<file path="src/verilog/sscc_defines.svh">
// Purpose: offsets, field positions and reset values of the stream channel registers
// Assumes: APB byte addresses, one 32-bit word per register
// Notes: printed offsets are not all multiples of four, so they are word indices
`ifndef SSCC_DEFINES_SVH
`define SSCC_DEFINES_SVH
`define SSCC_IDX_PAT2_LO 6'h1B
`define SSCC_IDX_PAT2_HI 6'h1C
`define SSCC_IDX_FMT 6'h21
`define SSCC_IDX_LANE 6'h22
`define SSCC_IDX_CHSEL 6'h30
`define SSCC_RST_PAT2 8'h00
`define SSCC_RST_FMT 8'h00
`define SSCC_RST_LANE 8'h00
`define SSCC_RST_CHSEL 8'h0F
`define SSCC_FMT_LSB_FIRST 7
`define SSCC_FMT_LOW_RATE 3
`define SSCC_FMT_RES_LO 0
`define SSCC_FMT_MASK 8'h8F
`define SSCC_LANE_OUT_RST 1
`define SSCC_LANE_PDN 0
`define SSCC_LANE_MASK 8'h03
`define SSCC_CHSEL_MASK 8'h0F
`define SSCC_NUM_CH 4
`endif

</file>
<file path="src/verilog/sscc_pkg.sv">
// Purpose: types of the stream channel register bank
// Assumes: four converter channels
// Notes: constants live in sscc_defines.svh
package sscc_pkg;
	typedef struct packed {
		logic psel;
		logic penable;
		logic pwrite;
		logic [31:0] paddr;
		logic [31:0] pwdata;
	} sscc_apb_req_t;
	typedef struct packed {
		logic [7:0] pat2_lo;
		logic [7:0] pat2_hi;
		logic [7:0] fmt;
		logic [3:0] chsel;
		logic [3:0] out_rst;
		logic [3:0] pdn;
		logic pslverr;
		logic [31:0] prdata;
	} sscc_state_t;
endpackage

</file>
<file path="src/verilog/sscc_res_decode.sv">
// Purpose: decode of the output word resolution code
// Assumes: three-bit code from the stream format register
// Notes: unlisted codes fall back to the native length
`timescale 1ns/100ps
module sscc_res_decode (
	// Code in
	input wire logic [2:0] res_code,
	// Length out
	output logic [3:0] word_bits
);
	always_comb begin
		unique case (res_code)
			3'h1: word_bits = 4'h8;
			3'h3: word_bits = 4'hC;
			3'h4: word_bits = 4'hE;
			default: word_bits = 4'hA;
		endcase
	end
endmodule

</file>
<file path="src/verilog/sscc_top.sv">
// Purpose: APB register bank for serial stream and per-channel controls
// Assumes: zero-wait APB slave, byte address = 4 x index
// Notes: channel select register decides which lanes a lane write reaches
//
// Local design decision: the APB register port.
`timescale 1ns/100ps
`include "sscc_defines.svh"
// Operation
// Low byte of second test pattern at index 1B, resets to zero.
// High byte of second test pattern at index 1C, resets to zero.
// Stream control bit 7 set sends LSB first; clear sends MSB first.
// Stream control bit 3 enables low encode-rate mode, off at reset.
// Resolution code: 000/010 ten bits, 001 eight, 011 twelve, 100 fourteen.
// Lane bit 1 holds selected channels' output logic in reset.
// Lane bit 0 powers down selected channels individually, clear at reset.
// Unused bits read zero; writes to them have no effect.
module sscc_top (
	// Clock and reset
	input wire logic pclk,
	input wire logic presetn,
	// APB slave
	input wire logic psel,
	input wire logic penable,
	input wire logic pwrite,
	input wire logic [31:0] paddr,
	input wire logic [31:0] pwdata,
	output logic [31:0] prdata,
	output logic pready,
	output logic pslverr,
	// Stream controls
	output logic [15:0] pattern_two,
	output logic lsb_first,
	output logic low_rate_mode,
	output logic [3:0] word_bits,
	// Per-channel controls
	output logic [3:0] ch_out_reset,
	output logic [3:0] ch_power_down
);
	sscc_pkg::sscc_state_t state_ff;
	sscc_pkg::sscc_state_t nxt_state;
	logic [5:0] idx;
	logic [7:0] wbyte;
	logic wr;
	logic rd;
	logic hit;
	logic [7:0] lane_rd;

	assign idx = paddr[7:2];
	assign wbyte = pwdata[7:0];
	assign wr = psel && penable && pwrite;
	assign rd = psel && penable && !pwrite;
	assign hit = (paddr[31:8] == 24'h000000) && (paddr[1:0] == 2'h0) &&
		(idx == `SSCC_IDX_PAT2_LO || idx == `SSCC_IDX_PAT2_HI ||
		idx == `SSCC_IDX_FMT || idx == `SSCC_IDX_LANE || idx == `SSCC_IDX_CHSEL);
	// Readback shows the lowest selected channel's lane bits
	always_comb begin
		lane_rd = 8'h00;
		for (int i = `SSCC_NUM_CH - 1; i >= 0; i--) begin
			if (state_ff.chsel[i]) begin
				lane_rd = {6'h00, state_ff.out_rst[i], state_ff.pdn[i]};
			end
		end
	end

	always_comb begin
		nxt_state = state_ff;
		nxt_state.pslverr = 1'b0;
		nxt_state.prdata = 32'h00000000;
		if (psel && !penable) begin
			nxt_state.pslverr = !hit;
			if (!pwrite && hit) begin
				unique case (idx)
					`SSCC_IDX_PAT2_LO: nxt_state.prdata = {24'h000000, state_ff.pat2_lo};
					`SSCC_IDX_PAT2_HI: nxt_state.prdata = {24'h000000, state_ff.pat2_hi};
					`SSCC_IDX_FMT: nxt_state.prdata = {24'h000000, state_ff.fmt};
					`SSCC_IDX_LANE: nxt_state.prdata = {24'h000000, lane_rd};
					default: nxt_state.prdata = {28'h0000000, state_ff.chsel};
				endcase
			end
		end else if (psel && penable) begin
			nxt_state.pslverr = state_ff.pslverr;
			nxt_state.prdata = state_ff.prdata;
		end
		if (wr && hit) begin
			unique case (idx)
				`SSCC_IDX_PAT2_LO: nxt_state.pat2_lo = wbyte;
				`SSCC_IDX_PAT2_HI: nxt_state.pat2_hi = wbyte;
				`SSCC_IDX_FMT: nxt_state.fmt = wbyte & `SSCC_FMT_MASK;
				`SSCC_IDX_LANE: begin
					for (int i = 0; i < `SSCC_NUM_CH; i++) begin
						if (state_ff.chsel[i]) begin
							nxt_state.out_rst[i] = wbyte[`SSCC_LANE_OUT_RST];
							nxt_state.pdn[i] = wbyte[`SSCC_LANE_PDN];
						end
					end
				end
				default: nxt_state.chsel = wbyte[3:0];
			endcase
		end
	end

	always_ff @(posedge pclk or negedge presetn) begin
		if (!presetn) begin
			state_ff.pat2_lo <= `SSCC_RST_PAT2;
			state_ff.pat2_hi <= `SSCC_RST_PAT2;
			state_ff.fmt <= `SSCC_RST_FMT;
			state_ff.chsel <= 4'(`SSCC_RST_CHSEL);
			state_ff.out_rst <= 4'(`SSCC_RST_LANE);
			state_ff.pdn <= 4'(`SSCC_RST_LANE);
			state_ff.pslverr <= 1'b0;
			state_ff.prdata <= 32'h00000000;
		end else begin
			state_ff <= nxt_state;
		end
	end

	// Read data is captured in setup so access completes with no wait state
	assign pready = 1'b1;
	assign prdata = state_ff.prdata;
	assign pslverr = state_ff.pslverr && psel && penable;
	assign pattern_two = {state_ff.pat2_hi, state_ff.pat2_lo};
	assign lsb_first = state_ff.fmt[`SSCC_FMT_LSB_FIRST];
	assign low_rate_mode = state_ff.fmt[`SSCC_FMT_LOW_RATE];
	assign ch_out_reset = state_ff.out_rst;
	assign ch_power_down = state_ff.pdn;

	sscc_res_decode u_res (
		.res_code(state_ff.fmt[2:0]),
		.word_bits(word_bits)
	);

	property p_fmt_write;
		@(posedge pclk) disable iff (!presetn)
		(wr && hit && idx == `SSCC_IDX_FMT) |=> (lsb_first == $past(pwdata[7]) &&
			low_rate_mode == $past(pwdata[3]));
	endproperty
	a_fmt_write: assert property (p_fmt_write) else $error("format write lost");

	property p_low_rate_hold;
		@(posedge pclk) disable iff (!presetn)
		!(wr && idx == `SSCC_IDX_FMT) |=> $stable(low_rate_mode);
	endproperty
	a_low_rate_hold: assert property (p_low_rate_hold) else $error("low rate moved");

	property p_res;
		@(posedge pclk) disable iff (!presetn)
		(state_ff.fmt[2:0] == 3'h3) |-> (word_bits == 4'hC);
	endproperty
	a_res: assert property (p_res) else $error("resolution decode wrong");

	property p_pat_lo;
		@(posedge pclk) disable iff (!presetn)
		(wr && hit && idx == `SSCC_IDX_PAT2_LO) |=> (pattern_two[7:0] == $past(pwdata[7:0]));
	endproperty
	a_pat_lo: assert property (p_pat_lo) else $error("pattern low not stored");

	property p_pat_hi;
		@(posedge pclk) disable iff (!presetn)
		(wr && hit && idx == `SSCC_IDX_PAT2_HI) |=> (pattern_two[15:8] == $past(pwdata[7:0]));
	endproperty
	a_pat_hi: assert property (p_pat_hi) else $error("pattern high not stored");

	property p_ch_rst;
		@(posedge pclk) disable iff (!presetn)
		(wr && hit && idx == `SSCC_IDX_LANE && state_ff.chsel[0]) |=>
			(ch_out_reset[0] == $past(pwdata[1]));
	endproperty
	a_ch_rst: assert property (p_ch_rst) else $error("channel reset not stored");

	property p_ch_pdn_local;
		@(posedge pclk) disable iff (!presetn)
		(wr && idx == `SSCC_IDX_LANE && !state_ff.chsel[1]) |=> $stable(ch_power_down[1]);
	endproperty
	a_ch_pdn_local: assert property (p_ch_pdn_local) else $error("unselected lane hit");

	property p_unused_zero;
		@(posedge pclk) disable iff (!presetn)
		(state_ff.fmt[6:4] == 3'h0) && (prdata[31:8] == 24'h000000);
	endproperty
	a_unused_zero: assert property (p_unused_zero) else $error("unused bits set");

	property p_lsb_hold;
		@(posedge pclk) disable iff (!presetn)
		!(wr && idx == `SSCC_IDX_FMT) |=> $stable(lsb_first);
	endproperty
	a_lsb_hold: assert property (p_lsb_hold) else $error("bit order moved");

	property p_res_eight;
		@(posedge pclk) disable iff (!presetn)
		(state_ff.fmt[2:0] == 3'h1) |-> (word_bits == 4'h8);
	endproperty
	a_res_eight: assert property (p_res_eight) else $error("eight bit decode wrong");

	property p_res_fourteen;
		@(posedge pclk) disable iff (!presetn)
		(state_ff.fmt[2:0] == 3'h4) |-> (word_bits == 4'hE);
	endproperty
	a_res_fourteen: assert property (p_res_fourteen) else $error("fourteen bit decode wrong");

	// Spare codes share the native length so software cannot pick a bad width
	property p_res_native;
		@(posedge pclk) disable iff (!presetn)
		(state_ff.fmt[2:0] inside {3'h0, 3'h2, 3'h5, 3'h6, 3'h7}) |-> (word_bits == 4'hA);
	endproperty
	a_res_native: assert property (p_res_native) else $error("native length decode wrong");

	property p_pat_lo_hold;
		@(posedge pclk) disable iff (!presetn)
		!(wr && idx == `SSCC_IDX_PAT2_LO) |=> $stable(pattern_two[7:0]);
	endproperty
	a_pat_lo_hold: assert property (p_pat_lo_hold) else $error("pattern low moved");

	property p_pat_hi_hold;
		@(posedge pclk) disable iff (!presetn)
		!(wr && idx == `SSCC_IDX_PAT2_HI) |=> $stable(pattern_two[15:8]);
	endproperty
	a_pat_hi_hold: assert property (p_pat_hi_hold) else $error("pattern high moved");

	property p_ch_pdn;
		@(posedge pclk) disable iff (!presetn)
		(wr && hit && idx == `SSCC_IDX_LANE && state_ff.chsel[1]) |=>
			(ch_power_down[1] == $past(pwdata[0]));
	endproperty
	a_ch_pdn: assert property (p_ch_pdn) else $error("channel power down not stored");

	property p_ch_rst_local;
		@(posedge pclk) disable iff (!presetn)
		(wr && idx == `SSCC_IDX_LANE && !state_ff.chsel[0]) |=> $stable(ch_out_reset[0]);
	endproperty
	a_ch_rst_local: assert property (p_ch_rst_local) else $error("unselected reset hit");

	property p_lane_read;
		@(posedge pclk) disable iff (!presetn)
		(psel && !penable && !pwrite && hit && idx == `SSCC_IDX_LANE && state_ff.chsel[0]) |=>
			(prdata == {30'h0000000, ch_out_reset[0], ch_power_down[0]});
	endproperty
	a_lane_read: assert property (p_lane_read) else $error("lane readback wrong");
endmodule

</file>
<file path="config.mk">
export PLATFORM = sky130hd
export DESIGN_NAME = sscc_top
export DESIGN_NICKNAME = d
export VERILOG_FILES = /design/src/verilog/sscc_pkg.sv /design/src/verilog/sscc_res_decode.sv /design/src/verilog/sscc_top.sv
export VERILOG_INCLUDE_DIRS = /design/src /design/src/verilog
export SDC_FILE = /design/constraint.sdc
export NUM_CORES = 1
export LEC_CHECK = 0
export ABC_AREA = 1
export BUFFER_PORTS_ARGS = -buffer_cell sky130_fd_sc_hd__buf_2
export CAP_MARGIN = 40
export CORE_ASPECT_RATIO = 0.8
export CORE_MARGIN = 3
export CORE_UTILIZATION = 47
export DETAILED_ROUTE_END_ITERATION = 10
export HOLD_SLACK_MARGIN = 0.12
export PLACE_DENSITY = 0.81
export SLEW_MARGIN = 20
export SYNTH_ARGS = -nofsm -noshare
export SYNTH_HDL_FRONTEND = slang
export SYNTH_SLANG_ARGS = --single-unit
export TNS_END_PERCENT = 10
</file>
<file path="constraint.sdc">
create_clock -name pclk -period 1.4 [get_ports pclk]
set_input_delay 0.28 -clock pclk [delete_from_list [all_inputs] [get_ports pclk]]
set_output_delay 0.28 -clock pclk [all_outputs]
set_load 0.1 [all_outputs]
</file>
### After elaboration in Yosys (flattened, before gate mapping)

Cells that the tools add are included.
Widths: inputs -> output; s select.

| storage, ports and cells | value |
|---|---|
| output and inout bits | 64 |
| bits of input ports | 69 |
| register bits | 66 |
| word-level logic and storage cells | 60 |

| operators by class | value |
|---|---|
| multiplexer cells | 9 |
| equality and inequality tests | 9 |
| reductions and logical operators | 27 |
| bitwise operators | 1 |

Operators by type and width:

| operator | count |
|---|---|
| $mux 33 | 2 |
| $pmux 8 s4 | 1 |
| $logic_not 24->1 | 1 |
| $eq 6x6->1 const B | 3 |
| $mux 8 | 2 |
| $eq 6x5->1 const B | 2 |
| $reduce_and 3->1 | 4 |
| $logic_and 1x1->1 | 9 |
| $pmux 3 s3 | 1 |
| $reduce_and 2->1 | 4 |
| $mux 2 | 3 |
| $logic_or 1x1->1 | 4 |
| $reduce_or 4->1 | 1 |
| $eq 3x1->1 const B | 1 |
| $eq 3x2->1 const B | 1 |
| $eq 3x3->1 const B | 1 |
| $logic_not 1->1 | 3 |
| $logic_not 2->1 | 1 |
| $ne 2x1->1 const B | 1 |
| $not 1->1 | 1 |

### Depth between registers and ports, before layout

Gate-level depths: netlist of run 1.

| logic depth | value |
|---|---|
| word-level depth | 9 |
| gate-level depth with buffers | 10 |
| gate-level depth less buffers | 10 |

### Cells and area by module

Synthesis of run 1 repeated with hierarchy kept, for this count alone.

| unflattened totals | value |
|---|---|
| cells, all modules | 391 |
| area total of the unflattened synthesis | 2765.2 µm² |

By module, submodules not included:

| module | seq. area each (µm²) | area an instance (µm²) | instances | cells each |
|---|---|---|---|---|
| sscc_top | 1056.0 | 2718.9 | 1 | 381 |
| sscc_res_decode | 0.0 | 46.3 | 1 | 10 |

### Worst setup path before layout of run 1

Ideal clock, no wire load.

| timing path | value |
|---|---|
| kind | flip-flop to output port |
| start | register state_ff[45] in the netlist's numbering |
| end | output word_bits[2] |
| cell stages (with the launch flop) | 4 |
| arrival | 2.595 ns |
| buffers on the path | 0 |
| slack | -1.475 ns |
| required time | 1.120 ns |
| path through | dfrtp_1 inv_1 nand2_1 o21ai_0 |

| on the way | value |
|---|---|
| word-level cells in the longest chain between the ends | 2 |
| elaborated cells between the ends (all ways) | 4 |
| those cells by class | 3 x eq/ne; 1 x mux |

RTL lines:

| what | line | source |
|---|---|---|
| start: declaration | sscc_top.sv:39 | `sscc_pkg::sscc_state_t state_ff;` |
| start signal: assignment | sscc_top.sv:113 | `state_ff <= nxt_state;` |
| $eq 3x3->1 (tied with other cells) | sscc_res_decode.sv:12 | `unique case (res_code)` |
| $pmux 3 s3 * | sscc_res_decode.sv:12 |  |
| end: declaration | sscc_top.sv:34 | `output logic [3:0] word_bits,` |

Mark *: on every way between the ends. The rest lies on a longest branch, timed or not.

### Worst setup path after layout of run 1

Ends and elaborated chain as after synthesis.

==> impl_metrics.env, run 1 <==
export IMPL_drive_gt1_frac=0.3200
export IMPL_finalSetupViolCount=2
export IMPL_timing_critical_path_depth=4
export IMPL_clk_path_buf_depth=2
export IMPL_grtUsageTotal=0.2243
export IMPL_rsz0062_at_grt="true"
export IMPL_status="finished with violations"
export IMPL_gp_congestion=0.9400
export IMPL_seq_area_frac_synth=0.3833
export IMPL_path_cells="buf_6 > nand3_2 > o21ai_4 > buf_12"
export IMPL_ys_ff_latch=42
export IMPL_wire_per_inst_um=13.63
export IMPL_fin_crit_sh=1.087
export IMPL_slowest_delay_ns=0.40
export IMPL_wirelength_um=7538
export IMPL_report_final_slew_viol_count=0
export IMPL_h_tree_depth=2
export IMPL_grt_max_degree=28
export IMPL_hold_depth=3
export IMPL_area_growth_synth_to_final_pct=36.69
export IMPL_viasPerCell=4.702
export IMPL_path_buf_inv=2
export IMPL_num_vias=2600
export IMPL_diodes=0
export IMPL_synthCells=388
export IMPL_required_ns=1.12
export IMPL_fmax_ghz=0.6573
export IMPL_stdcell_count=553
export IMPL_grt_pass1_wl_um=12010
export IMPL_clk_pin_slew_ns=0.09
export IMPL_clock_skew_final_ns=0.008412
export IMPL_drtPass1Iterations=4
export IMPL_avgSynthCellArea_um2=7.101
export IMPL_cp_top_family="flip-flops"
export IMPL_portBuffers=81
export IMPL_numClockSinks=42
export IMPL_slowest_stage="dfrtp_1"
export IMPL_first_iter_violations=147
export IMPL_cp_max_fo=2
export IMPL_pre_cts_ws_ns=-0.3037
export IMPL_start_util=0.4959
export IMPL_crit_type="register to output pin"
export IMPL_final_nets=543
export IMPL_die_w_um=91.60
export IMPL_grt_ovfl_total=0
export IMPL_synth_warnings=0
export IMPL_fin_crit_ns=1.521
export IMPL_rr_worst_depth=7
export IMPL_tritoncts="done"
export IMPL_holdCritPathClass="primary input to register"
export IMPL_cp_arrival_ns=1.24
export IMPL_vdd_drop_max_mv=0.5407
export IMPL_dp_cells=536
export IMPL_start_kind="register"
export IMPL_antenna_found_initial=0
export IMPL_ant_nets=0
export IMPL_worstSetupEndpointType="output pin"
export IMPL_drc=0
export IMPL_cts_root_buf="clkbuf_8"
export IMPL_fill_cells=450
export IMPL_grt_pass1_vias=2570
export IMPL_powerDensity_mw_per_mm2=728.0
export IMPL_numCtsBuffers=5
export IMPL_die_area_mm2=0.006822
export IMPL_cap_violations=0
export IMPL_synth_distinct_cells=22
export IMPL_dp_hpwl_um=5652
export IMPL_netlist_area_mm2=0.002755
export IMPL_clock_latency_ns=0.30
export IMPL_die_y_um=74.48
export IMPL_total_power_w=0.002742
export IMPL_violations="setup timing"
export IMPL_power_leakage_nw=2.016
export IMPL_hold_viol_final=0
export IMPL_core_area_mm2=0.005555
export IMPL_io_pins=133
export IMPL_worst_slack_ns=-0.1213
export IMPL_num_rows=24
[synth_stat cells]
| cell type | count | area share |
|---|---|---|
| a21oi_1 | 2 | 0.0036 |
| a22o_1 | 3 | 0.0095 |
| and2_0 | 1 | 0.0023 |
| buf_4 | 59 | 0.16 |
| clkbuf_2 | 2 | 0.0036 |
| conb_1 | 2 | 0.0027 |
| dfrtp_1 | 38 | 0.35 |
| dfstp_2 | 4 | 0.038 |
| inv_1 | 31 | 0.042 |
| inv_2 | 2 | 0.0027 |
| nand2_1 | 149 | 0.20 |
| nand3_1 | 14 | 0.025 |
| nand3_2 | 2 | 0.0073 |
| nand3_4 | 2 | 0.013 |
| nand4_1 | 9 | 0.020 |
| nand4_2 | 1 | 0.0045 |
| nor2_1 | 43 | 0.059 |
| nor2_2 | 4 | 0.0091 |
| nor2_4 | 5 | 0.020 |
| o21ai_0 | 13 | 0.024 |
| o21ai_1 | 1 | 0.0018 |
| or2_1 | 1 | 0.0023 |
[worst min-delay path, stage by stage]
cell and delay [ns]:
buf_2 0.09, nand2_1 0.04, nand2_1 0.05
[logic make-up (layout without fill, tap and decap cells)]
kind of cell           after synthesis  in the layout  synth area share
other                                2             27          0.002726
and+or+nand+nor                    231            231            0.3660
AOI/OAI and AO/OA                   19             19           0.03860
buffers and inverters               94            156            0.2094
DFF                                 42             42            0.3833
[sequential cells by signal (all words and copies together), names as in the netlist]
register	flops
lsb_first	1
state_ff	8
low_rate_mode	1
pattern_two	16
prdata	8
ch_power_down	4
ch_out_reset	4
[area by class of cell]
class / instances / area, um^2 / share of cell area
Timing Repair Buffer: 115 / 1121 / 0.2977
Clock buffer: 5 / 68.82 / 0.01827
Multi-Input combinational cell: 277 / 1252 / 0.3326
Clock inverter: 3 / 45.04 / 0.01196
Sequential cell: 42 / 1057 / 0.2807
Tap cell: 78 / 97.59 / 0.02591
Inverter: 33 / 123.9 / 0.03289
[path summary, 6_finish.rpt]
kind	from	to	slack (ns)
setup reg to reg	state_ff[43]	prdata[0]	0.11
setup / recovery	state_ff[45]	word_bits[2]	-0.12
hold / removal	pwdata[4]	pattern_two[12]	0.19
hold reg to reg	state_ff[43]	state_ff[43]	0.49
min in group asynchronous	presetn	ch_out_reset[1]	0.41
max in group asynchronous	presetn	state_ff[41]	0.45
[layer usage]
metal | vias to the layer above | part of all wire | global-route usage
li1 | 1287 | - | -
met1 | 1212 | 0.40 | 0.2617
met2 | 81 | 0.53 | 0.4259
met3 | 20 | 0.052 | 0.04348
met4 | 0 | 0.019 | 0.06355
met5 | - | 0 | 0
[per-stage QoR]
step | hold WS (ns) | cell area (um^2) | utilization | TNS (ns)
floorplan | -0.01559 | 2863 | - | -0.5294
global placement | 0.2129 | 3533 | 0.6360 | -6.656
detailed placement | 0.2164 | 3533 | 0.6360 | -9.468
CTS | 0.1949 | 3710 | 0.6678 | -0.1448
global route | 0.1847 | 3766 | 0.6779 | -0.5425
finish | 0.1873 | 3766 | 0.6779 | -0.1886
[where the power goes]
part	leakage (nW)	internal (W)	switching (W)
Sequential	0.569	0.00121	0.000000701
Combinational	1.40	0.0000963	0.000447
Clock	0.0504	0.000531	0.000453
Total	2.02	0.00184	0.000900
[timing repair]
item                                    CTS  global route
resized for setup                         6            20
endpoints found under the hold margin    15             0
hold buffers                              1             0
setup buffers                             5             3
pin swaps                                 1            13
cloned                                    0             0
endpoints found under the setup margin    1            37
[cells in the final DEF, fill, tap and decap left out, types with 4 or more instances in the layout]
cell type / n
o21ai_1: 7
nand4_1: 9
nor2_4: 5
clkbuf_4: 7
clkbuf_8: 5
buf_12: 29
nand3_1: 13
inv_2: 4
dfrtp_1: 37
dfstp_2: 4
buf_4: 30
nor2_1: 42
o21ai_0: 4
buf_2: 46
nand2_1: 147
conb_1: 27
nor2_2: 5
inv_1: 29
(Power assumes the default switching activity.)
==> run 2, diff against run 1 <==
- TNS_END_PERCENT: 10 -> 20
==> run 2 against run 1 <==
  * The flow still finishes with violations (setup timing)
  * Clock power fell by 2%
  * First-iteration DRC count fell by 4.8%
  * Clock skew rose by 0.00061 ns
  * Largest cell class unchanged
==> impl_metrics.env, run 2 (synthesis gave the netlist of run 1 again) <==
export IMPL_rsz0062_at_grt="true"
export IMPL_numCtsBuffers=5
export IMPL_dp_hpwl_um=5600
export IMPL_powerDensity_mw_per_mm2=721.4
export IMPL_largest_reg_flops=16
export IMPL_h_tree_depth=2
export IMPL_antenna_found_initial=0
export IMPL_drtPass1Iterations=4
export IMPL_final_nets=545
export IMPL_clock_skew_final_ns=0.009026
export IMPL_holdCritPathClass="primary input to register"
export IMPL_numClockSinks=42
export IMPL_die_y_um=74.48
export IMPL_drive_gt1_frac=0.3396
export IMPL_num_vias=2643
export IMPL_power_leakage_nw=2.030
export IMPL_worstSetupEndpointType="output pin"
export IMPL_grt_ovfl_total=0
export IMPL_final_cell_mix="146 x nand2_1, 48 x buf_2, 38 x dfrtp_1"
export IMPL_io_pins=133
export IMPL_core_area_mm2=0.005555
export IMPL_diodes=0
export IMPL_grt_pass1_wl_um=11590
export IMPL_start_kind="register"
export IMPL_clk_pin_slew_ns=0.08
export IMPL_clk_path_buf_depth=2
export IMPL_cts_root_buf="clkbuf_8"
export IMPL_num_rows=24
export IMPL_ant_nets=0
export IMPL_finalSetupViolCount=4
export IMPL_rr_worst_depth=8
export IMPL_slowest_delay_ns=0.41
export IMPL_die_area_mm2=0.006822
export IMPL_required_ns=1.12
export IMPL_status="finished with violations"
export IMPL_area_growth_synth_to_final_pct=38.01
export IMPL_grtUsageTotal=0.2160
export IMPL_crit_type="register to output pin"
export IMPL_slowest_stage="dfrtp_1"
export IMPL_wire_per_inst_um=13.63
export IMPL_hold_viol_final=0
export IMPL_hold_depth=3
export IMPL_cp_max_fo=2
export IMPL_violations="setup timing"
export IMPL_tritoncts="done"
export IMPL_clock_latency_ns=0.30
export IMPL_drc=0
export IMPL_viasPerCell=4.762
export IMPL_vdd_drop_max_mv=0.4786
export IMPL_portBuffers=81
export IMPL_total_power_w=0.002743
export IMPL_cap_violations=0
export IMPL_final_common_cell="nand2_1"
export IMPL_regToRegSetupSlack_ns=0.14
export IMPL_first_iter_violations=140
export IMPL_fin_crit_ns=1.480
export IMPL_fin_crit_sh=1.057
export IMPL_worst_slack_ns=-0.08021
export IMPL_gp_congestion=0.9969
export IMPL_cp_arrival_ns=1.20
export IMPL_fmax_ghz=0.6756
export IMPL_path_cells="inv_2 > nand2_2 > o21ai_4 > buf_12"
export IMPL_die_w_um=91.60
export IMPL_setup_tns_ns=-0.09946
export IMPL_start_util=0.4959
export IMPL_grt_max_degree=18
export IMPL_report_final_slew_viol_count=0
export IMPL_grt_pass1_vias=2618
export IMPL_pre_cts_ws_ns=-0.2458
export IMPL_wirelength_um=7567
==> run 2: cell count changes in the layout (fill, tap and decap cells not counted), sizes merged <==
| cell | previous run | this run |
|---|---|---|
| clkbuf | 12 | 8 |
| buf | 107 | 114 |
| clkinvlp | 2 | 1 |
==> run 2: layout make-up <==
class                   count  area, um^2
clock buffers               6       72.57
repair buffers            117        1134
well taps                  78       97.59
multi-input cells         277        1279
clock inverters             2       37.54
fillers                   408        1753
flip-flops and latches     42        1056
inverters                  33       126.4
==> run 2: stage by stage <==
step | instance area, um^2 | cells | hold WS, ns | utilization
after floorplan | 2868 | 413 | -0.01559 | -
after global placement | 3533 | 537 | 0.2253 | 0.6360
after detailed placement | 3533 | 537 | 0.2292 | 0.6360
after CTS | 3686 | 549 | 0.1874 | 0.6635
after global routing | 3802 | 555 | 0.1916 | 0.6845
final | 3802 | 555 | 0.1864 | 0.6845
==> run 2: repair_timing <==
item	in CTS	in global routing
gates resized for setup	4	30
buffers inserted	3	6
setup endpoints to repair	1	32
cloned	0	0
pin swaps	1	23
hold buffers	1	0
endpoints found under the hold margin	11	0
==> run 2: metal layers <==
metal | share of wire | up-vias | wire [um] | track usage
li1 | - | 1299 | - | -
met1 | 0.39 | 1229 | 2928 | 0.2490
met2 | 0.53 | 98 | 3997 | 0.3935
met3 | 0.066 | 17 | 503 | 0.04954
met4 | 0.018 | 0 | 138 | 0.09030
met5 | 0 | - | 0 | 0
==> run 2: worst max-delay path, delay by kind of cell (launching register included) <==
family,cells,cell delay (ns)
buffers and inverters,2,0.28
DFF,1,0.41
AOI/OAI and AO/OA,1,0.15
and+or+nand+nor,1,0.06
==> run 2: final timing paths <==
kind,start,endpoint
min in group asynchronous,presetn,ch_out_reset[1]
hold / removal,pwdata[5],pattern_two[5]
max in group asynchronous,presetn,pattern_two[8]
hold reg to reg,prdata[6],prdata[6]
setup reg to reg,state_ff[44],prdata[0]
setup / recovery,state_ff[45],word_bits[2]
==> run 2: power breakdown <==
part	total, W	internal (W)	switching (W)
logic	0.000564	0.000109	0.000456
clock network	0.000963	0.000532	0.000431
registers	0.00122	0.00121	0.000000901
==> run 3, diff against run 2 <==
- CORE_UTILIZATION: 47 -> 50
- PLACE_DENSITY: 0.81 -> 0.86
- clock period: 1.4 -> 1.8 ns (I/O delays scaled with it)
==> run 3 against run 2 <==
  * The run now ends clean
  * Register-to-register slack better by 0.30 ns
  * Via count down 7.4%
  * Die area shrank 5.6%
  * Global-route usage decreased by 0.65 points
  * Non-clock buffer count decreased by 26
  * Critical path depth unchanged
  * Sequential power fell by 23%
  * Critical path type unchanged
  * Critical endpoint unchanged
==> impl_metrics.env, run 3 (synthesis gave the netlist of run 1 again) <==
export IMPL_status="finished, final reports clean"
export IMPL_vdd_drop_max_mv=0.2764
export IMPL_path_cells="inv_1 > nand2_1 > o21ai_2 > clkbuf_4"
export IMPL_clk_path_buf_depth=2
export IMPL_grt_ovfl_total=0
export IMPL_final_common_cell="nand2_1"
export IMPL_clkPwrFrac=0.303
export IMPL_cts_hold_buf=0
export IMPL_antenna_found_initial=0
export IMPL_grt_pass1_vias=2338
export IMPL_cap_violations=0
export IMPL_slowest_delay_ns=0.41
export IMPL_slew_headroom=0.6516
export IMPL_clock_skew_final_ns=0.001617
export IMPL_regToRegSetupSlack_ns=0.44
export IMPL_io_pins=133
export IMPL_viasPerCell=4.770
export IMPL_cp_top_family="buffers and inverters"
export IMPL_worst_pin_slew_ns=0.5225
export IMPL_cts_root_buf="clkbuf_8"
export IMPL_slowest_stage="dfrtp_1"
export IMPL_cp_arrival_ns=1.30
export IMPL_start_kind="register"
export IMPL_total_power_w=0.001925
export IMPL_ant_nets=0
export IMPL_holdCritPathClass="primary input to async pin"
export IMPL_post_cts_buffers=0
export IMPL_fin_crit_sh=0.9196
export IMPL_rr_worst_depth=7
export IMPL_rsz0062_at_grt="false"
export IMPL_final_nets=519
export IMPL_final_cell_mix="149 x nand2_1, 79 x buf_2, 43 x nor2_1"
export IMPL_num_vias=2447
export IMPL_h_tree_depth=2
export IMPL_crit_type="register to output pin"
export IMPL_die_y_um=72.40
export IMPL_clock_latency_ns=0.29
export IMPL_clk_pin_slew_ns=0.07
export IMPL_finalSetupViolCount=0
export IMPL_die_area_mm2=0.006443
export IMPL_wire_per_inst_um=12.40
export IMPL_p_comb_frac=0.206
export IMPL_gp_congestion=0.9489
export IMPL_numCtsBuffers=5
export IMPL_core_area_mm2=0.005151
export IMPL_powerDensity_mw_per_mm2=630.0
export IMPL_portBuffers=81
export IMPL_drtPass1Iterations=4
export IMPL_worst_slack_ns=0.1447
export IMPL_cp_startpoint="state_ff[45]"
export IMPL_pre_cts_ws_ns=-0.03050
export IMPL_required_ns=1.44
export IMPL_utilization=0.5932
export IMPL_fmax_ghz=0.6041
export IMPL_wirelength_um=6361
export IMPL_area_growth_synth_to_final_pct=10.90
export IMPL_path_buf_inv=2
export IMPL_hold_viol_final=0
export IMPL_power_leakage_nw=1.808
export IMPL_num_rows=23
export IMPL_cts_repair_resized=0
export IMPL_drive_gt1_frac=0.2594
export IMPL_report_final_slew_viol_count=0
export IMPL_first_iter_violations=152
export IMPL_cp_max_fo=4
export IMPL_r2r_start="state_ff[43]"
export IMPL_switchingPower_w=0.0006461
export IMPL_power_switching_share=0.3356
export IMPL_grt_pass1_wl_um=10540
export IMPL_grt_max_degree=43
export IMPL_tritoncts="done"
export IMPL_grtUsageTotal=0.2095
export IMPL_fin_crit_ns=1.655
export IMPL_drc=0
export IMPL_worstSetupEndpointType="output pin"
export IMPL_fill_cells=470
export IMPL_die_w_um=89.00
export IMPL_dp_hpwl_um=4958
export IMPL_power_frac_seq=0.491
export IMPL_whs_ns=0.1210
export IMPL_setup_tns_ns=0
export IMPL_diodes=0
export IMPL_largest_reg_flops=16
export IMPL_start_util=0.5349
export IMPL_intPower_w=0.001279
export IMPL_numClockSinks=42
export IMPL_r2r_end="prdata[0]"
-- run 3: through the flow --
step	instance area [um^2]	instances
6_report	3055	513
5_1_grt	3055	513
4_1_cts	3053	513
3_5_place_dp	2973	505
3_3_place_gp	2973	505
2_1_floorplan	2853	413
-- run 3: power groups by stage --
| stage | logic [W] | clock network [W] | registers [W] |
|---|---|---|---|
| after floorplan | 0.000348 | 0 | 0.000964 |
| after global placement | 0.000392 | 0 | 0.000963 |
| after detailed placement | 0.000397 | 0 | 0.000963 |
| after CTS | 0.000397 | 0.000594 | 0.000945 |
| after global routing | 0.000422 | 0.000630 | 0.000945 |
| final | 0.000397 | 0.000582 | 0.000945 |
-- run 3: layer usage --
layer | GRT usage | share of wire | routed length, um
met2 | 0.3361 | 0.49 | 3118
met5 | 0 | 0 | 0
met1 | 0.2907 | 0.44 | 2775
met3 | 0.03859 | 0.060 | 379
met4 | 0.05950 | 0.014 | 89
-- run 3: worst max path at each step --
stage	endpoint	slack (ns)	cells after the start
global placement	pattern_two[13]	0.05	10
global route	word_bits[2]	0.1	4
finish	word_bits[2]	0.14	4
floorplan	pslverr	-0.28	2
detailed placement	pattern_two[13]	-0.03	10
CTS	word_bits[2]	0.04	4
-- run 3: final cells by class --
type	instances	area (um^2)	share of cell area
Inverter	33	123.9	0.04054
Multi-Input combinational cell	277	1220	0.3993
Timing Repair Buffer	91	498.0	0.1630
Sequential cell	42	1056	0.3456
Tap cell	62	77.57	0.02539
Clock buffer	8	80.08	0.02621
-- run 3: worst reg2reg max path: cells and delay by family (launching register included) --
kind,cells,cell delay [ns]
AO/OA/AOI/OAI,2,0.31
buffers and inverters,1,0.09
flip-flops,1,0.53
AND/OR/NAND/NOR,4,0.32
